File: config.mk
export PLATFORM = sky130hd
export DESIGN_NAME = rts_reset_sequencer
export DESIGN_NICKNAME = d
export VERILOG_FILES = /design/src/rts_pkg.sv /design/src/rts_reset_sequencer.sv
export SDC_FILE = /design/constraint.sdc
export NUM_CORES = 1
export LEC_CHECK = 0
export BUFFER_PORTS_ARGS = -buffer_cell sky130_fd_sc_hd__buf_2
export CAP_MARGIN = 20
export CELL_PAD_IN_SITES_DETAIL_PLACEMENT = 1
export CELL_PAD_IN_SITES_GLOBAL_PLACEMENT = 2
export CORE_UTILIZATION = 35
export DETAILED_ROUTE_END_ITERATION = 7
export MAX_ROUTING_LAYER = met4
export PLACE_DENSITY_LB_ADDON = 0.08
export SYNTH_ARGS = -nofsm -noshare
export SYNTH_HDL_FRONTEND = slang
export SYNTH_SLANG_ARGS = --single-unit
File: constraint.sdc
create_clock -name core_clk -period 3.3 [get_ports core_clk]
set_input_delay 0.33 -clock core_clk [delete_from_list [all_inputs] [get_ports core_clk]]
set_output_delay 0.33 -clock core_clk [all_outputs]
set_load 0.02 [all_outputs]
File: src/rts_pkg.sv
// Constants, field layouts and types shared by the reset and time-out sequencer
package rts_pkg;

  // Core clock
  localparam int CLK_PERIOD_NS   = 10;                                        // 100 MHz core clock

  // Internal RC time base that paces the power-up delay
  localparam int RC_TICK_NS      = 1000;                                      // One RC tick per microsecond
  localparam int RC_TICK_CYC     = RC_TICK_NS / CLK_PERIOD_NS;                // Core cycles per RC tick

  // Power-up delay, in its own unit and as RC ticks
  localparam int POWER_UP_DELAY_TIMER_TIME_MS    = 72;                                        // Nominal power-up delay
  localparam int POWER_UP_DELAY_TIMER_TICKS      = POWER_UP_DELAY_TIMER_TIME_MS * 1000000 / RC_TICK_NS;       // Ticks of the RC time base

  // Undervoltage qualify time; a least time, so rounded up
  localparam int UV_QUAL_TIME_US = 100;                                       // Low supply must last this long
  localparam int UV_QUAL_CYC     = (UV_QUAL_TIME_US * 1000 + CLK_PERIOD_NS - 1) / CLK_PERIOD_NS;

  // Oscillator start-up count and pin filter length
  localparam int OST_CYCLES      = 1024;                                      // Oscillator input edges to wait
  localparam int PIN_FILTER_CYC  = 4;                                         // Stable cycles to accept a pin level

  // Register byte offsets
  localparam logic [3:0] ADDR_CONFIG  = 4'h0;                                 // Clock mode and delay enables
  localparam logic [3:0] ADDR_STATUS  = 4'h4;                                 // Flags, cause and reset state
  localparam logic [3:0] ADDR_SCRATCH = 4'h8;                                 // Never-initialised storage

  // Reset values
  localparam logic [7:0] CONFIG_RESET = 8'h03;                                // RC mode, delay on, undervoltage off

  // Config field positions
  localparam int CFG_SEL_LSB     = 0;                                         // Clock source select, 2 bits
  localparam int CFG_POWER_UP_DELAY_TIMER_DIS    = 2;                                         // Power-up delay enable, active low
  localparam int CFG_UV_EN       = 3;                                         // Undervoltage detect enable

  // Status field positions
  localparam int ST_UV_BIT       = 0;                                         // Undervoltage status flag
  localparam int ST_POR_BIT      = 1;                                         // Power-on status flag
  localparam int ST_TO_BIT       = 2;                                         // Watchdog expired flag
  localparam int ST_PD_BIT       = 3;                                         // Sleep entered flag
  localparam int ST_CAUSE_LSB    = 4;                                         // Last cause, 3 bits
  localparam int ST_INRST_BIT    = 7;                                         // Core held in reset

  // Oscillator modes, encoded as the clock source select bits
  typedef enum logic [1:0] {
    OSC_LP = 2'h0,
    OSC_XT = 2'h1,
    OSC_HS = 2'h2,
    OSC_RC = 2'h3
  } rts_osc_t;

  // Last recorded reset or wake cause
  typedef enum logic [2:0] {
    CAUSE_NONE,
    CAUSE_POR,
    CAUSE_PIN_RUN,
    CAUSE_PIN_SLEEP,
    CAUSE_WDT_RST,
    CAUSE_WDT_WAKE,
    CAUSE_BOR,
    CAUSE_IRQ_WAKE
  } rts_cause_t;

  // Sequencer states
  typedef enum logic [1:0] {
    ST_RUN,
    ST_HOLD,
    ST_POWER_UP_DELAY_TIMER,
    ST_OST
  } rts_state_t;

endpackage

File: src/rts_reset_sequencer.sv
// Reset and start-up time-out sequencer with Avalon-MM register access

// Summary of operation
// - Record seven distinct reset and wake causes
// - Scratch register never reset by anything
// - Reset events pulse register initialise request
// - Watchdog wake resumes without register initialise
// - Expired and sleep flags set per cause; a pin reset in run leaves them
// - Reset pin glitches are filtered away
// - Watchdog reset never drives the pin
// - Supply rise alone makes the power-on reset
// - Power-up delay 72 ms, power-on or undervoltage
// - Delay paced by RC tick; core held
// - Config bit skips the power-up delay
// - Count 1024 oscillator edges after delay
// - Oscillator count only in crystal modes
// - Undervoltage must last 100 us to reset
// - Undervoltage holds until recovery, then delay
// - New drop during delay restarts sequence
// - Undervoltage enable forces the delay on
// - Order: delay, oscillator count, then release
// - Late pin release starts execution at once
// - Select 11 RC, 10 HS, 01 XT, 00 LP
// - Power-on and undervoltage status flags cleared
// - Flag values per cause as encoded
module rts_reset_sequencer
  import rts_pkg::*;
#(
  parameter int POWER_UP_DELAY_TIMER_TICKS_P  = POWER_UP_DELAY_TIMER_TICKS,     // Shorten for simulation
  parameter int UV_QUAL_CYC_P = UV_QUAL_CYC,    // Shorten for simulation
  parameter int OST_CYCLES_P  = OST_CYCLES,
  parameter int FILTER_CYC_P  = PIN_FILTER_CYC
) (
  // Clock and reset
  input  wire logic       core_clk,
  input  wire logic       rst_n,
  // Analog detectors and pins
  input  wire logic       supplyUp,             // Supply-rise detector, high when supply is up
  input  wire logic       undervoltLow,         // Supply below undervoltage threshold
  input  wire logic       externalResetPin_n,   // Reset pin level
  output logic            externalResetPinOut,  // Pin driver data, never low-driven
  output logic            externalResetPinOe,   // Pin driver enable, never on
  input  wire logic       oscillatorInputPin,   // Oscillator input, sampled
  // Core side
  input  wire logic       watchdogTimeout,      // Watchdog expiry pulse
  input  wire logic       coreSleeping,         // Core is in sleep
  input  wire logic       irqWake,              // Interrupt wake request pulse
  input  wire logic       sleepCmd,             // Core executes sleep
  input  wire logic       watchdogClearCmd,     // Core clears the watchdog
  output logic            coreReset_n,          // Core reset, active low
  output logic            coreStall,            // Core clock held during wake start-up
  output logic            regInit,              // Load reset values, one-cycle pulse
  output logic            wakeResume,           // Resume after wake, one-cycle pulse
  output logic [2:0]      resetCause,           // Last recorded cause
  // Avalon-MM slave
  input  wire logic [3:0] avs_address,
  input  wire logic       avs_read,
  input  wire logic       avs_write,
  input  wire logic [3:0] avs_byteenable,
  input  wire logic [31:0] avs_writedata,
  output logic [31:0]     avs_readdata,
  output logic            avs_waitrequest
);

  localparam int PW = $clog2(POWER_UP_DELAY_TIMER_TICKS_P + 1);
  localparam int UW = $clog2(UV_QUAL_CYC_P + 1);
  localparam int OW = $clog2(OST_CYCLES_P + 1);
  localparam int FW = $clog2(FILTER_CYC_P + 1);
  localparam int DW = $clog2(RC_TICK_CYC + 1);

  logic          rstMeta;         // First reset release stage
  logic          rstSyncN;        // Released reset for the whole block except the scratch register
  logic [2:0]    syncA;           // First input sync stage, read only by syncB
  logic [2:0]    syncB;           // Synchronised detector and pin levels
  logic          supplyUpD;       // Delayed supply level for edge detect
  logic          oscD;            // Sampled oscillator input
  logic          oscD2;           // Delayed oscillator sample
  logic [FW-1:0] pinCnt;          // Pin filter counter
  logic          pinFilt;         // Filtered pin low
  logic          pinFiltD;        // Delayed filtered pin
  logic [UW-1:0] uvCnt;           // Undervoltage qualify counter
  logic          uvHeld;          // Qualified undervoltage in force
  logic [DW-1:0] rcDiv;           // RC time base divider
  logic          rcTick;          // RC tick enable
  logic [PW-1:0] pwrtCnt;         // Power-up delay counter
  logic [OW-1:0] ostCnt;          // Oscillator edge counter
  rts_state_t    state;           // Sequencer state
  rts_cause_t    cause;           // Recorded cause
  logic          seqDelay;        // Current sequence wants delay stages
  logic          wakeMode;        // Current sequence is a wake from sleep
  logic [7:0]    config_q;        // Config register
  logic [7:0]    scratch;         // Never-initialised register
  logic          watchdogExpired; // Watchdog expired flag
  logic          sleepEntered;    // Sleep entered flag
  logic          powerOnStatus;   // Power-on status flag
  logic          uvStatus;        // Undervoltage status flag
  logic          accDone;         // Bus answer phase

  logic pinLowS, uvLow, porEvt, uvTrip, pinFiltRise, crystal, pwrtOn, pwrtDone, ostDone, oscRise;
  logic evPor, evUv, evPin, evWdtRst, evWdtWake, evIrqWake, busReq, busWr;
  rts_osc_t clkSel;

  // Reset release through two flops
  always_ff @(posedge core_clk or negedge rst_n) begin
    if (!rst_n) begin
      rstMeta  <= 1'b0;
      rstSyncN <= 1'b0;
    end else begin
      rstMeta  <= 1'b1;
      rstSyncN <= rstMeta;
    end
  end

  // Two-flop synchronisers for pin and detectors
  always_ff @(posedge core_clk or negedge rstSyncN) begin
    if (!rstSyncN) begin
      syncA <= 3'h3;
      syncB <= 3'h3;
    end else begin
      syncA <= {undervoltLow, supplyUp, externalResetPin_n};
      syncB <= syncA;
    end
  end

  // Decoded input levels and config fields
  assign pinLowS = !syncB[0];
  assign clkSel  = rts_osc_t'(config_q[CFG_SEL_LSB +: 2]);
  assign crystal = (clkSel != OSC_RC);
  assign pwrtOn  = !config_q[CFG_POWER_UP_DELAY_TIMER_DIS] || config_q[CFG_UV_EN];
  assign uvLow   = config_q[CFG_UV_EN] && syncB[2];

  // Edge detectors for supply and oscillator
  always_ff @(posedge core_clk or negedge rstSyncN) begin
    if (!rstSyncN) begin
      supplyUpD <= 1'b1;
      oscD      <= 1'b0;
      oscD2     <= 1'b0;
      pinFiltD  <= 1'b0;
    end else begin
      supplyUpD <= syncB[1];
      oscD      <= oscillatorInputPin;
      oscD2     <= oscD;
      pinFiltD  <= pinFilt;
    end
  end
  assign porEvt      = syncB[1] && !supplyUpD;
  assign oscRise     = oscD && !oscD2;
  assign pinFiltRise = pinFilt && !pinFiltD;

  // Pin filter: level must stand for the filter length
  always_ff @(posedge core_clk or negedge rstSyncN) begin
    if (!rstSyncN) begin
      pinCnt  <= '0;
      pinFilt <= 1'b0;
    end else if (pinLowS == pinFilt) begin
      pinCnt  <= '0;                              // Short pulse forgotten
    end else if (pinCnt == FW'(FILTER_CYC_P - 1)) begin
      pinCnt  <= '0;
      pinFilt <= pinLowS;
    end else begin
      pinCnt  <= pinCnt + 1'b1;
    end
  end

  // Undervoltage qualify and hold
  assign uvTrip = uvLow && !uvHeld && (uvCnt == UW'(UV_QUAL_CYC_P - 1));
  always_ff @(posedge core_clk or negedge rstSyncN) begin
    if (!rstSyncN) begin
      uvCnt  <= '0;
      uvHeld <= 1'b0;
    end else if (!uvLow) begin
      uvCnt  <= '0;
      uvHeld <= 1'b0;
    end else begin
      if (uvCnt != UW'(UV_QUAL_CYC_P - 1)) begin
        uvCnt <= uvCnt + 1'b1;
      end
      if (uvTrip) begin
        uvHeld <= 1'b1;
      end
    end
  end

  // RC time base; free-running so ticks stand apart from the sequence start
  assign rcTick = (rcDiv == DW'(RC_TICK_CYC - 1));
  always_ff @(posedge core_clk or negedge rstSyncN) begin
    if (!rstSyncN) begin
      rcDiv <= '0;
    end else begin
      rcDiv <= rcTick ? '0 : rcDiv + 1'b1;
    end
  end

  // Event decode in priority order
  always_comb begin
    evPor     = porEvt;
    evUv      = !porEvt && uvTrip;
    evPin     = !porEvt && !uvTrip && pinFiltRise && (state == ST_RUN || wakeMode);
    evWdtRst  = !porEvt && !uvTrip && !evPin && watchdogTimeout && state == ST_RUN && !coreSleeping;
    evWdtWake = !porEvt && !uvTrip && !evPin && watchdogTimeout && state == ST_RUN && coreSleeping;
    evIrqWake = !porEvt && !uvTrip && !evPin && !watchdogTimeout && irqWake && state == ST_RUN && coreSleeping;
  end

  // Stage counters
  assign pwrtDone = rcTick && (pwrtCnt == PW'(POWER_UP_DELAY_TIMER_TICKS_P - 1));
  assign ostDone  = oscRise && (ostCnt == OW'(OST_CYCLES_P - 1));
  always_ff @(posedge core_clk or negedge rstSyncN) begin
    if (!rstSyncN) begin
      pwrtCnt <= '0;
      ostCnt  <= '0;
    end else begin
      pwrtCnt <= (state != ST_POWER_UP_DELAY_TIMER) ? '0 : (rcTick ? pwrtCnt + 1'b1 : pwrtCnt);
      ostCnt  <= (state != ST_OST) ? '0 : (oscRise ? ostCnt + 1'b1 : ostCnt);
    end
  end

  // Sequencer
  always_ff @(posedge core_clk or negedge rstSyncN) begin
    if (!rstSyncN) begin
      state    <= ST_HOLD;
      cause    <= CAUSE_POR;
      seqDelay <= 1'b1;
      wakeMode <= 1'b0;
    end else if (evPor || evUv) begin
      state    <= ST_HOLD;
      cause    <= evPor ? CAUSE_POR : CAUSE_BOR;
      seqDelay <= 1'b1;
      wakeMode <= 1'b0;
    end else if (evPin || evWdtRst) begin
      state    <= ST_HOLD;
      cause    <= evWdtRst ? CAUSE_WDT_RST : (coreSleeping || wakeMode) ? CAUSE_PIN_SLEEP : CAUSE_PIN_RUN;
      seqDelay <= 1'b0;
      wakeMode <= 1'b0;
    end else if (evWdtWake || evIrqWake) begin
      state    <= crystal ? ST_OST : ST_RUN;
      cause    <= evWdtWake ? CAUSE_WDT_WAKE : CAUSE_IRQ_WAKE;
      wakeMode <= crystal;
    end else begin
      unique case (state)
        ST_HOLD: begin
          // Wait for the supply to stand before timing
          if (!uvHeld && syncB[1]) begin
            if (seqDelay && pwrtOn) begin
              state <= ST_POWER_UP_DELAY_TIMER;
            end else if (seqDelay && crystal) begin
              state <= ST_OST;
            end else begin
              state <= ST_RUN;
            end
          end
        end
        ST_POWER_UP_DELAY_TIMER: begin
          if (pwrtDone) begin
            state <= crystal ? ST_OST : ST_RUN;
          end
        end
        ST_OST: begin
          if (ostDone) begin
            state    <= ST_RUN;
            wakeMode <= 1'b0;
          end
        end
        ST_RUN: begin
          state <= ST_RUN;
        end
      endcase
    end
  end

  // Core-facing outputs, registered
  always_ff @(posedge core_clk or negedge rstSyncN) begin
    if (!rstSyncN) begin
      coreReset_n <= 1'b0;
      coreStall   <= 1'b0;
      regInit     <= 1'b0;
      wakeResume  <= 1'b0;
    end else begin
      // Release only when every source has gone and every stage has ended
      coreReset_n <= !((state != ST_RUN && !wakeMode) || pinFilt || uvHeld || !syncB[1]);
      coreStall   <= wakeMode && state == ST_OST;
      regInit     <= evPor || evUv || evPin || evWdtRst;
      wakeResume  <= ((evWdtWake || evIrqWake) && !crystal) || (state == ST_OST && ostDone && wakeMode);
    end
  end
  assign resetCause          = cause;
  assign externalResetPinOut = 1'b0;
  assign externalResetPinOe  = 1'b0;

  // Avalon-MM: one wait cycle, answer on the second edge
  assign busReq          = avs_read || avs_write;
  assign busWr           = avs_write && accDone;
  assign avs_waitrequest = busReq && !accDone;
  always_ff @(posedge core_clk or negedge rstSyncN) begin
    if (!rstSyncN) begin
      accDone      <= 1'b0;
      avs_readdata <= 32'h0000_0000;
    end else begin
      accDone <= busReq && !accDone;
      if (avs_read && !accDone) begin
        unique case (avs_address & 4'hc)
          ADDR_CONFIG:  avs_readdata <= {24'h00_0000, config_q};
          ADDR_STATUS:  avs_readdata <= {24'h00_0000, !coreReset_n, cause, sleepEntered,
                                         watchdogExpired, powerOnStatus, uvStatus};
          ADDR_SCRATCH: avs_readdata <= {24'h00_0000, scratch};
          default:      avs_readdata <= 32'h0000_0000;   // Unmapped reads as zero
        endcase
      end
    end
  end

  // Config register
  always_ff @(posedge core_clk or negedge rstSyncN) begin
    if (!rstSyncN) begin
      config_q <= CONFIG_RESET;
    end else if (busWr && avs_byteenable[0] && (avs_address & 4'hc) == ADDR_CONFIG) begin
      config_q <= avs_writedata[7:0];
    end
  end

  // Scratch storage: no reset term at all
  always_ff @(posedge core_clk) begin
    if (busWr && avs_byteenable[0] && (avs_address & 4'hc) == ADDR_SCRATCH) begin
      scratch <= avs_writedata[7:0];
    end
  end

  // Status flags: a hardware event beats a software write in the same cycle
  always_ff @(posedge core_clk or negedge rstSyncN) begin
    if (!rstSyncN) begin
      watchdogExpired <= 1'b1;
      sleepEntered    <= 1'b1;
      powerOnStatus   <= 1'b0;
      uvStatus        <= 1'b0;
    end else begin
      if (evPor || evUv || (evPin && (coreSleeping || wakeMode)) || evIrqWake) begin
        watchdogExpired <= 1'b1;
        sleepEntered    <= !(evPin || evIrqWake);
      end else if (evWdtRst || evWdtWake) begin
        watchdogExpired <= 1'b0;
        sleepEntered    <= evWdtRst;
      end else if (sleepCmd) begin
        watchdogExpired <= 1'b1;
        sleepEntered    <= 1'b0;
      end else if (watchdogClearCmd) begin
        watchdogExpired <= 1'b1;
        sleepEntered    <= 1'b1;
      end
      if (evPor) begin
        powerOnStatus <= 1'b0;
      end else if (busWr && avs_byteenable[0] && (avs_address & 4'hc) == ADDR_STATUS) begin
        powerOnStatus <= avs_writedata[ST_POR_BIT];
      end
      if (evUv) begin
        uvStatus <= 1'b0;
      end else if (busWr && avs_byteenable[0] && (avs_address & 4'hc) == ADDR_STATUS) begin
        uvStatus <= avs_writedata[ST_UV_BIT];
      end
    end
  end
endmodule // rts_reset_sequencer

After elaboration in Yosys (flattened, before gate mapping) --
Cells that the tools add are included.
Cells by class: add/subtract/negate cells 5, equal/unequal tests 20, muxes and demuxes 47, bitwise gates (word level) 1, reductions and logical operators 87
Operators with widths (count):
- 1-bit logical AND | 37
- 17-bit two-way mux | 2
- 14-bit two-way mux | 2
- 8-bit case mux with 3 select lines | 1
- 11-bit two-way mux | 2
- 1-bit two-way mux | 21
- 3-bit two-way mux | 7
- 2-bit two-way mux | 10
- 1-bit zero test | 18
- 17-bit by 1-bit adder with 17-bit output, second input constant | 1
- 17-bit == test, second input constant | 1
- 1-bit logical OR | 17
- 5-bit != test, second input constant | 3
- 14-bit by 1-bit adder with 14-bit output, second input constant | 1
- 14-bit == test, second input constant | 1
- 14-bit != test, second input constant | 1
- 2-bit nonzero test | 6
- 4-bit nonzero test | 3
- 11-bit by 1-bit adder with 11-bit output, second input constant | 1
- 11-bit by 10-bit == test with 1-bit output, second input constant | 1
- 2-bit case mux with 4 select lines | 1
- 7-bit by 1-bit adder with 7-bit output, second input constant | 1
- 7-bit == test, second input constant | 1
- 7-bit two-way mux | 1
- other kinds (13) | 20
Word-level totals: register bits after elaboration 130, input port bits 53, output and inout bits 42

Longest topological paths before layout --
depth after elaboration 17, mapped depth 7, depth with buffers taken out 6

Worst setup path after synthesis --
No wires, ideal clock.
path kind register to register, start register uvCnt[0], end register state[1], library setup time 0.066 ns, arrival 1.767 ns, setup slack 1.467 ns, stages on the path, launching flop included 8, path buffers 1, period minus slack after synthesis 1.833 ns, cell sequence dfrtp_1 > ha_1 > and4b_1 > and4_4 > buf_6 > a21o_4 > a2111oi_4 > mux2_1
On the way: word-level cells in the longest chain between the ends 16, elaborated cells between the ends (all ways) 27, classes of those cells eq/ne: 4; mux: 3; reduce/logical: 20
RTL lines:
- from (decl) | RTL line rts_reset_sequencer.sv:81 | logic [UW-1:0] uvCnt;
- from (signal assigned) | RTL line rts_reset_sequencer.sv:176 | uvCnt <= uvCnt + 1'b1;
- 14-bit == test (*) | RTL line rts_reset_sequencer.sv:166 | assign uvTrip = uvLow && !uvHeld && (uvCnt == UW'(UV_QUAL_CYC_P - 1));
- 1-bit logical AND (*) | RTL line rts_reset_sequencer.sv:166
- 1-bit zero test
- 1-bit logical AND
- 1-bit logical AND (2 in a row) | RTL line rts_reset_sequencer.sv:198 | evPin = !porEvt && !uvTrip && pinFiltRise && (state == ST_RUN || wakeMode);
- 1-bit zero test | RTL line rts_reset_sequencer.sv:199, rts_reset_sequencer.sv:200, rts_reset_sequencer.sv:201
- 1-bit logical AND | RTL line rts_reset_sequencer.sv:199, rts_reset_sequencer.sv:200, rts_reset_sequencer.sv:201
- 1-bit logical AND (4 in a row) | RTL line rts_reset_sequencer.sv:201 | evIrqWake = !porEvt && !uvTrip && !evPin && !watchdogTimeout && irqWake && state == ST_RUN && coreSleeping;
- 1-bit logical OR | RTL line rts_reset_sequencer.sv:234 | end else if (evWdtWake || evIrqWake) begin
- 2-bit two-way mux | RTL line rts_reset_sequencer.sv:234
- 2-bit two-way mux | RTL line rts_reset_sequencer.sv:229 | end else if (evPin || evWdtRst) begin
- 2-bit two-way mux | RTL line rts_reset_sequencer.sv:224 | end else if (evPor || evUv) begin
- to (signal assigned) | RTL line rts_reset_sequencer.sv:235 | state <= crystal ? ST_OST : ST_RUN;
- to (signal assigned) | RTL line rts_reset_sequencer.sv:254 | state <= crystal ? ST_OST : ST_RUN;
- to (decl) | RTL line rts_reset_sequencer.sv:87 | rts_state_t state;
Every way passes the cells marked *; elsewhere a longest branch is shown, timed or not. A chain may end at the register's enable or synchronous reset.

Worst setup path after layout --
start register rcDiv[0], end register pwrtCnt[13]
On the way: word-level cells in the longest chain between the ends 2
RTL lines:
- from (decl) | RTL line rts_reset_sequencer.sv:83 | logic [DW-1:0] rcDiv;
- from (signal assigned) | RTL line rts_reset_sequencer.sv:190 | rcDiv <= rcTick ? '0 : rcDiv + 1'b1;
- 7-bit == test | RTL line rts_reset_sequencer.sv:185 | assign rcTick = (rcDiv == DW'(RC_TICK_CYC - 1));
- 2-bit nonzero test (no source line)
- to (signal assigned) | RTL line rts_reset_sequencer.sv:212 | pwrtCnt <= (state != ST_POWER_UP_DELAY_TIMER) ? '0 : (rcTick ? pwrtCnt + 1'b1 : pwrtCnt);
- to (decl) | RTL line rts_reset_sequencer.sv:85 | logic [PW-1:0] pwrtCnt;
Every way passes these cells.

==> metrics.txt <==
Slowest cell on crit path nor4_1; pin count of the biggest net entering global routing 57; Worst Hold Slack 0.07749 ns; EDFF count, synth 8; PortBufs 39; Critical Path, Cell by Cell ha_1, nand4bb_1, nor4_1, nand4_1, xor2_1, nor2_1; area of the mapped netlist 0.004981 mm2; Worst Setup EP pwrtCnt[13]$_DFFE_PN0P_; ANT cells 0; CP endpoint kind flip-flop; Area contributors post-synth dfrtp_1, dfstp_2, nor2_1; # Post-CTS Setup Buffers 0; Final Hold Fails 0; Routed Antenna Nets 0; root buf cell clkbuf_16; DRT iter0 DRCs between 100 and 150; # nets final 572; Crit path max-delay family simple AND/OR/NAND/NOR gates; drt wl/cell 14.97 um; logic gate share of total power between 10% and 20%; Sequential Power Share roughly 48%; Avg Cell Area, Syn around 11 um2; critical path depth 6; RSZ-0062 raised after global routing no; #FFs+latches synth 106; Async SR Flop Fraction between 90% and 100%; # H-tree levels 3; CP arrival roughly 2.3 ns; P_int 2.396 mW; hpwl dp 7371 um; DRC viols 0; hold crit path type in2reg; top cell type by total area after synthesis dfrtp_1; # IOs between 90 and 100; Peak VDD IR roughly 0.32 mV; CP max stage delay roughly 0.7 ns; worst reg2reg path startpoint rcDiv[0]$_DFF_PN0_; Max Buffers Root-to-Sink 2; P_sw around 1 mW; switching part of the total 29.59%; Slew headroom 50.55%; Clk pwr share 33.6%; WS Path Type reg2reg; CTS Sinks roughly 110; crit-path max FO 5; Synth top area share between 40% and 50%; die height 121.3 um; Final Critical Period between 2 and 2.5 ns; final setup fails 0; Lkg Pwr 2.373 nW; Synth cell types 54; Clock Latency Late Sink 0.35 ns; r2r endpoint pwrtCnt[13]$_DFFE_PN0P_; Die W between 100 and 150 um; setup TNS after final layout 0 ns; vias in the first global route approximately 3500; clk slew on worst S/H paths 0.06 ns; YS warnings 0; row count 43; startpoint class of the critical path flip-flop; Final Cell Area 0.005600 mm2; Slew Limit Fails 0; power per cell area ~610 mW/mm2; total power between 3 and 4 mW; Seq/Total Area, Yosys 54.36%; Starting Density 35.88%; Register-to-Register Path Depth 6; Area Growth Syn to Fin 12.43%; Syn Inst Count 474; Max Cap Viol 0; Final WS setup 1.232 ns; die area 0.01471 mm2; r2r setup slk 1.23 ns; final wirelength 10460 um; first-pass GRT wire length 17730 um; CTS tree yes; Clock Skews 0.007398 ns; Global Route Usage Sum 16.13%; CP bufs+invs 0; routed vias/inst 4.795; Core Area 0.01388 mm2; global placer's final weighted congestion between 0.7 and 0.8; Num CTS Buffers 9; Tcrit/Tclk final 62.66%; status completed; max frequency a little under 500 MHz; share of cells above drive strength 1 ~16%; WP data required 3.53 ns; Worst Tran Pin Value 0.7350 ns; dpl cell area 0.005279 mm2; remaining global-route overflow 0; antenna violations before repair 0; Top FF cell, synth dfrtp_1; pre-CTS WS ~1.2 ns; DRT Pass-1 Iters 4; Vias 3352; CP startpoint rcDiv[0]$_DFF_PN0_
-- synthesized netlist by cell type (11+ instances only) --
library cell	instances
nand2_1	39
dfrtp_1	86
a21oi_1	24
nand3_1	15
dfstp_2	12
nand4_1	11
nor3_1	13
buf_4	26
xnor2_1	19
nor2_1	71
o21ai_0	17
mux2i_1	12
xor2_1	20
-- repair_timing --
| action | 4_1_cts | 5_1_grt |
|---|---|---|
| hold buffers | 1 | 0 |
| endpoints found under the hold margin | 2 | 0 |
| resized for setup | 0 | 0 |
-- kinds of logic after synthesis --
kind of cell	after synthesis	share of synthesized area (%)
AND/OR/NAND/NOR	199	20.07
adder cells (fa/ha/maj)	5	1.256
flip-flops	106	54.36
XOR/XNOR	39	6.858
multiplexers	21	4.446
other	2	0.1508
AO/OA/AOI/OAI	57	7.285
buffers and inverters	45	5.576
-- area by class of cell --
cell class | count | area [um2]
inverter | 6 | 22.52
fill | 1549 | 8280
timing repair buffer | 43 | 240.2
clock buffer | 11 | 232.7
clock inverter | 5 | 78.83
multi-input combinational | 348 | 2090
tap | 180 | 225.2
sequential | 106 | 2711
-- power by group through the flow --
stage          combinational [mW]  clock (mW)  sequential, mW
6_report                    0.638        1.14            1.62
3_5_place_dp                0.649           0            1.65
4_1_cts                     0.652        1.20            1.63
5_1_grt                     0.719        1.24            1.65
2_1_floorplan               0.452           0            1.66
3_3_place_gp                0.637           0            1.64
-- layout by cell type, fill, tap and decap left out, types with 5 or more instances in the layout --
cell type	n
dfstp_2	12
conb_1	27
xnor2_1	19
nor2b_1	5
buf_2	39
nor4_1	5
clkbuf_16	9
xor2_1	20
nand2_1	39
nand3_1	15
nor3b_1	5
mux2_2	8
a21oi_1	24
o21ai_0	17
nor3_1	13
ha_1	5
nand4_1	11
dfrtp_1	85
mux2i_1	12
edfxtp_1	8
nand2b_1	8
inv_1	6
and3_1	7
nor2_1	71
-- metal layers --
metal | vias to the layer above | share of wire (%) | global-route usage [%]
met3 | 9 | 4.1 | 4.887
met5 | - | 0 | -
met2 | 64 | 46 | 24.86
li1 | 1661 | - | -
met1 | 1618 | 49 | 20.43
met4 | 0 | 1.0 | 4.552
-- how the worst min path moves through the flow --
stage               cells after the start          startpoint  slack [ns]                 end
CTS                                     1  externalResetPin_n        0.06  syncA[0]$_DFF_PN1_
floorplan                               0               rst_n        0.03   rstMeta$_DFF_PN0_
detailed placement                      1               rst_n        0.12   rstMeta$_DFF_PN0_
finish                                  1  externalResetPin_n        0.08  syncA[0]$_DFF_PN1_
global route                            1            supplyUp        0.06  syncA[1]$_DFF_PN1_
global placement                        1               rst_n        0.12   rstMeta$_DFF_PN0_
-- metrics by stage --
stage / std cells / utilization (%)
global placement: 682 / 38.03
detailed placement: 682 / 38.03
CTS: 699 / 40.35
global route: 699 / 40.35
finish: 699 / 40.35
floorplan: 499 / -
-- sequential cells by signal, indices dropped and copies added, names as in the netlist, 2 cells and up --
name,flops
ostCnt,11
state,2
pinCnt,3
resetCause,3
rcDiv,7
avs_readdata,8
pwrtCnt,17
config_q,8
uvCnt,14
syncA,3
syncB,3
scratch,8
Note: power is estimated with default switching activity, not from simulation.
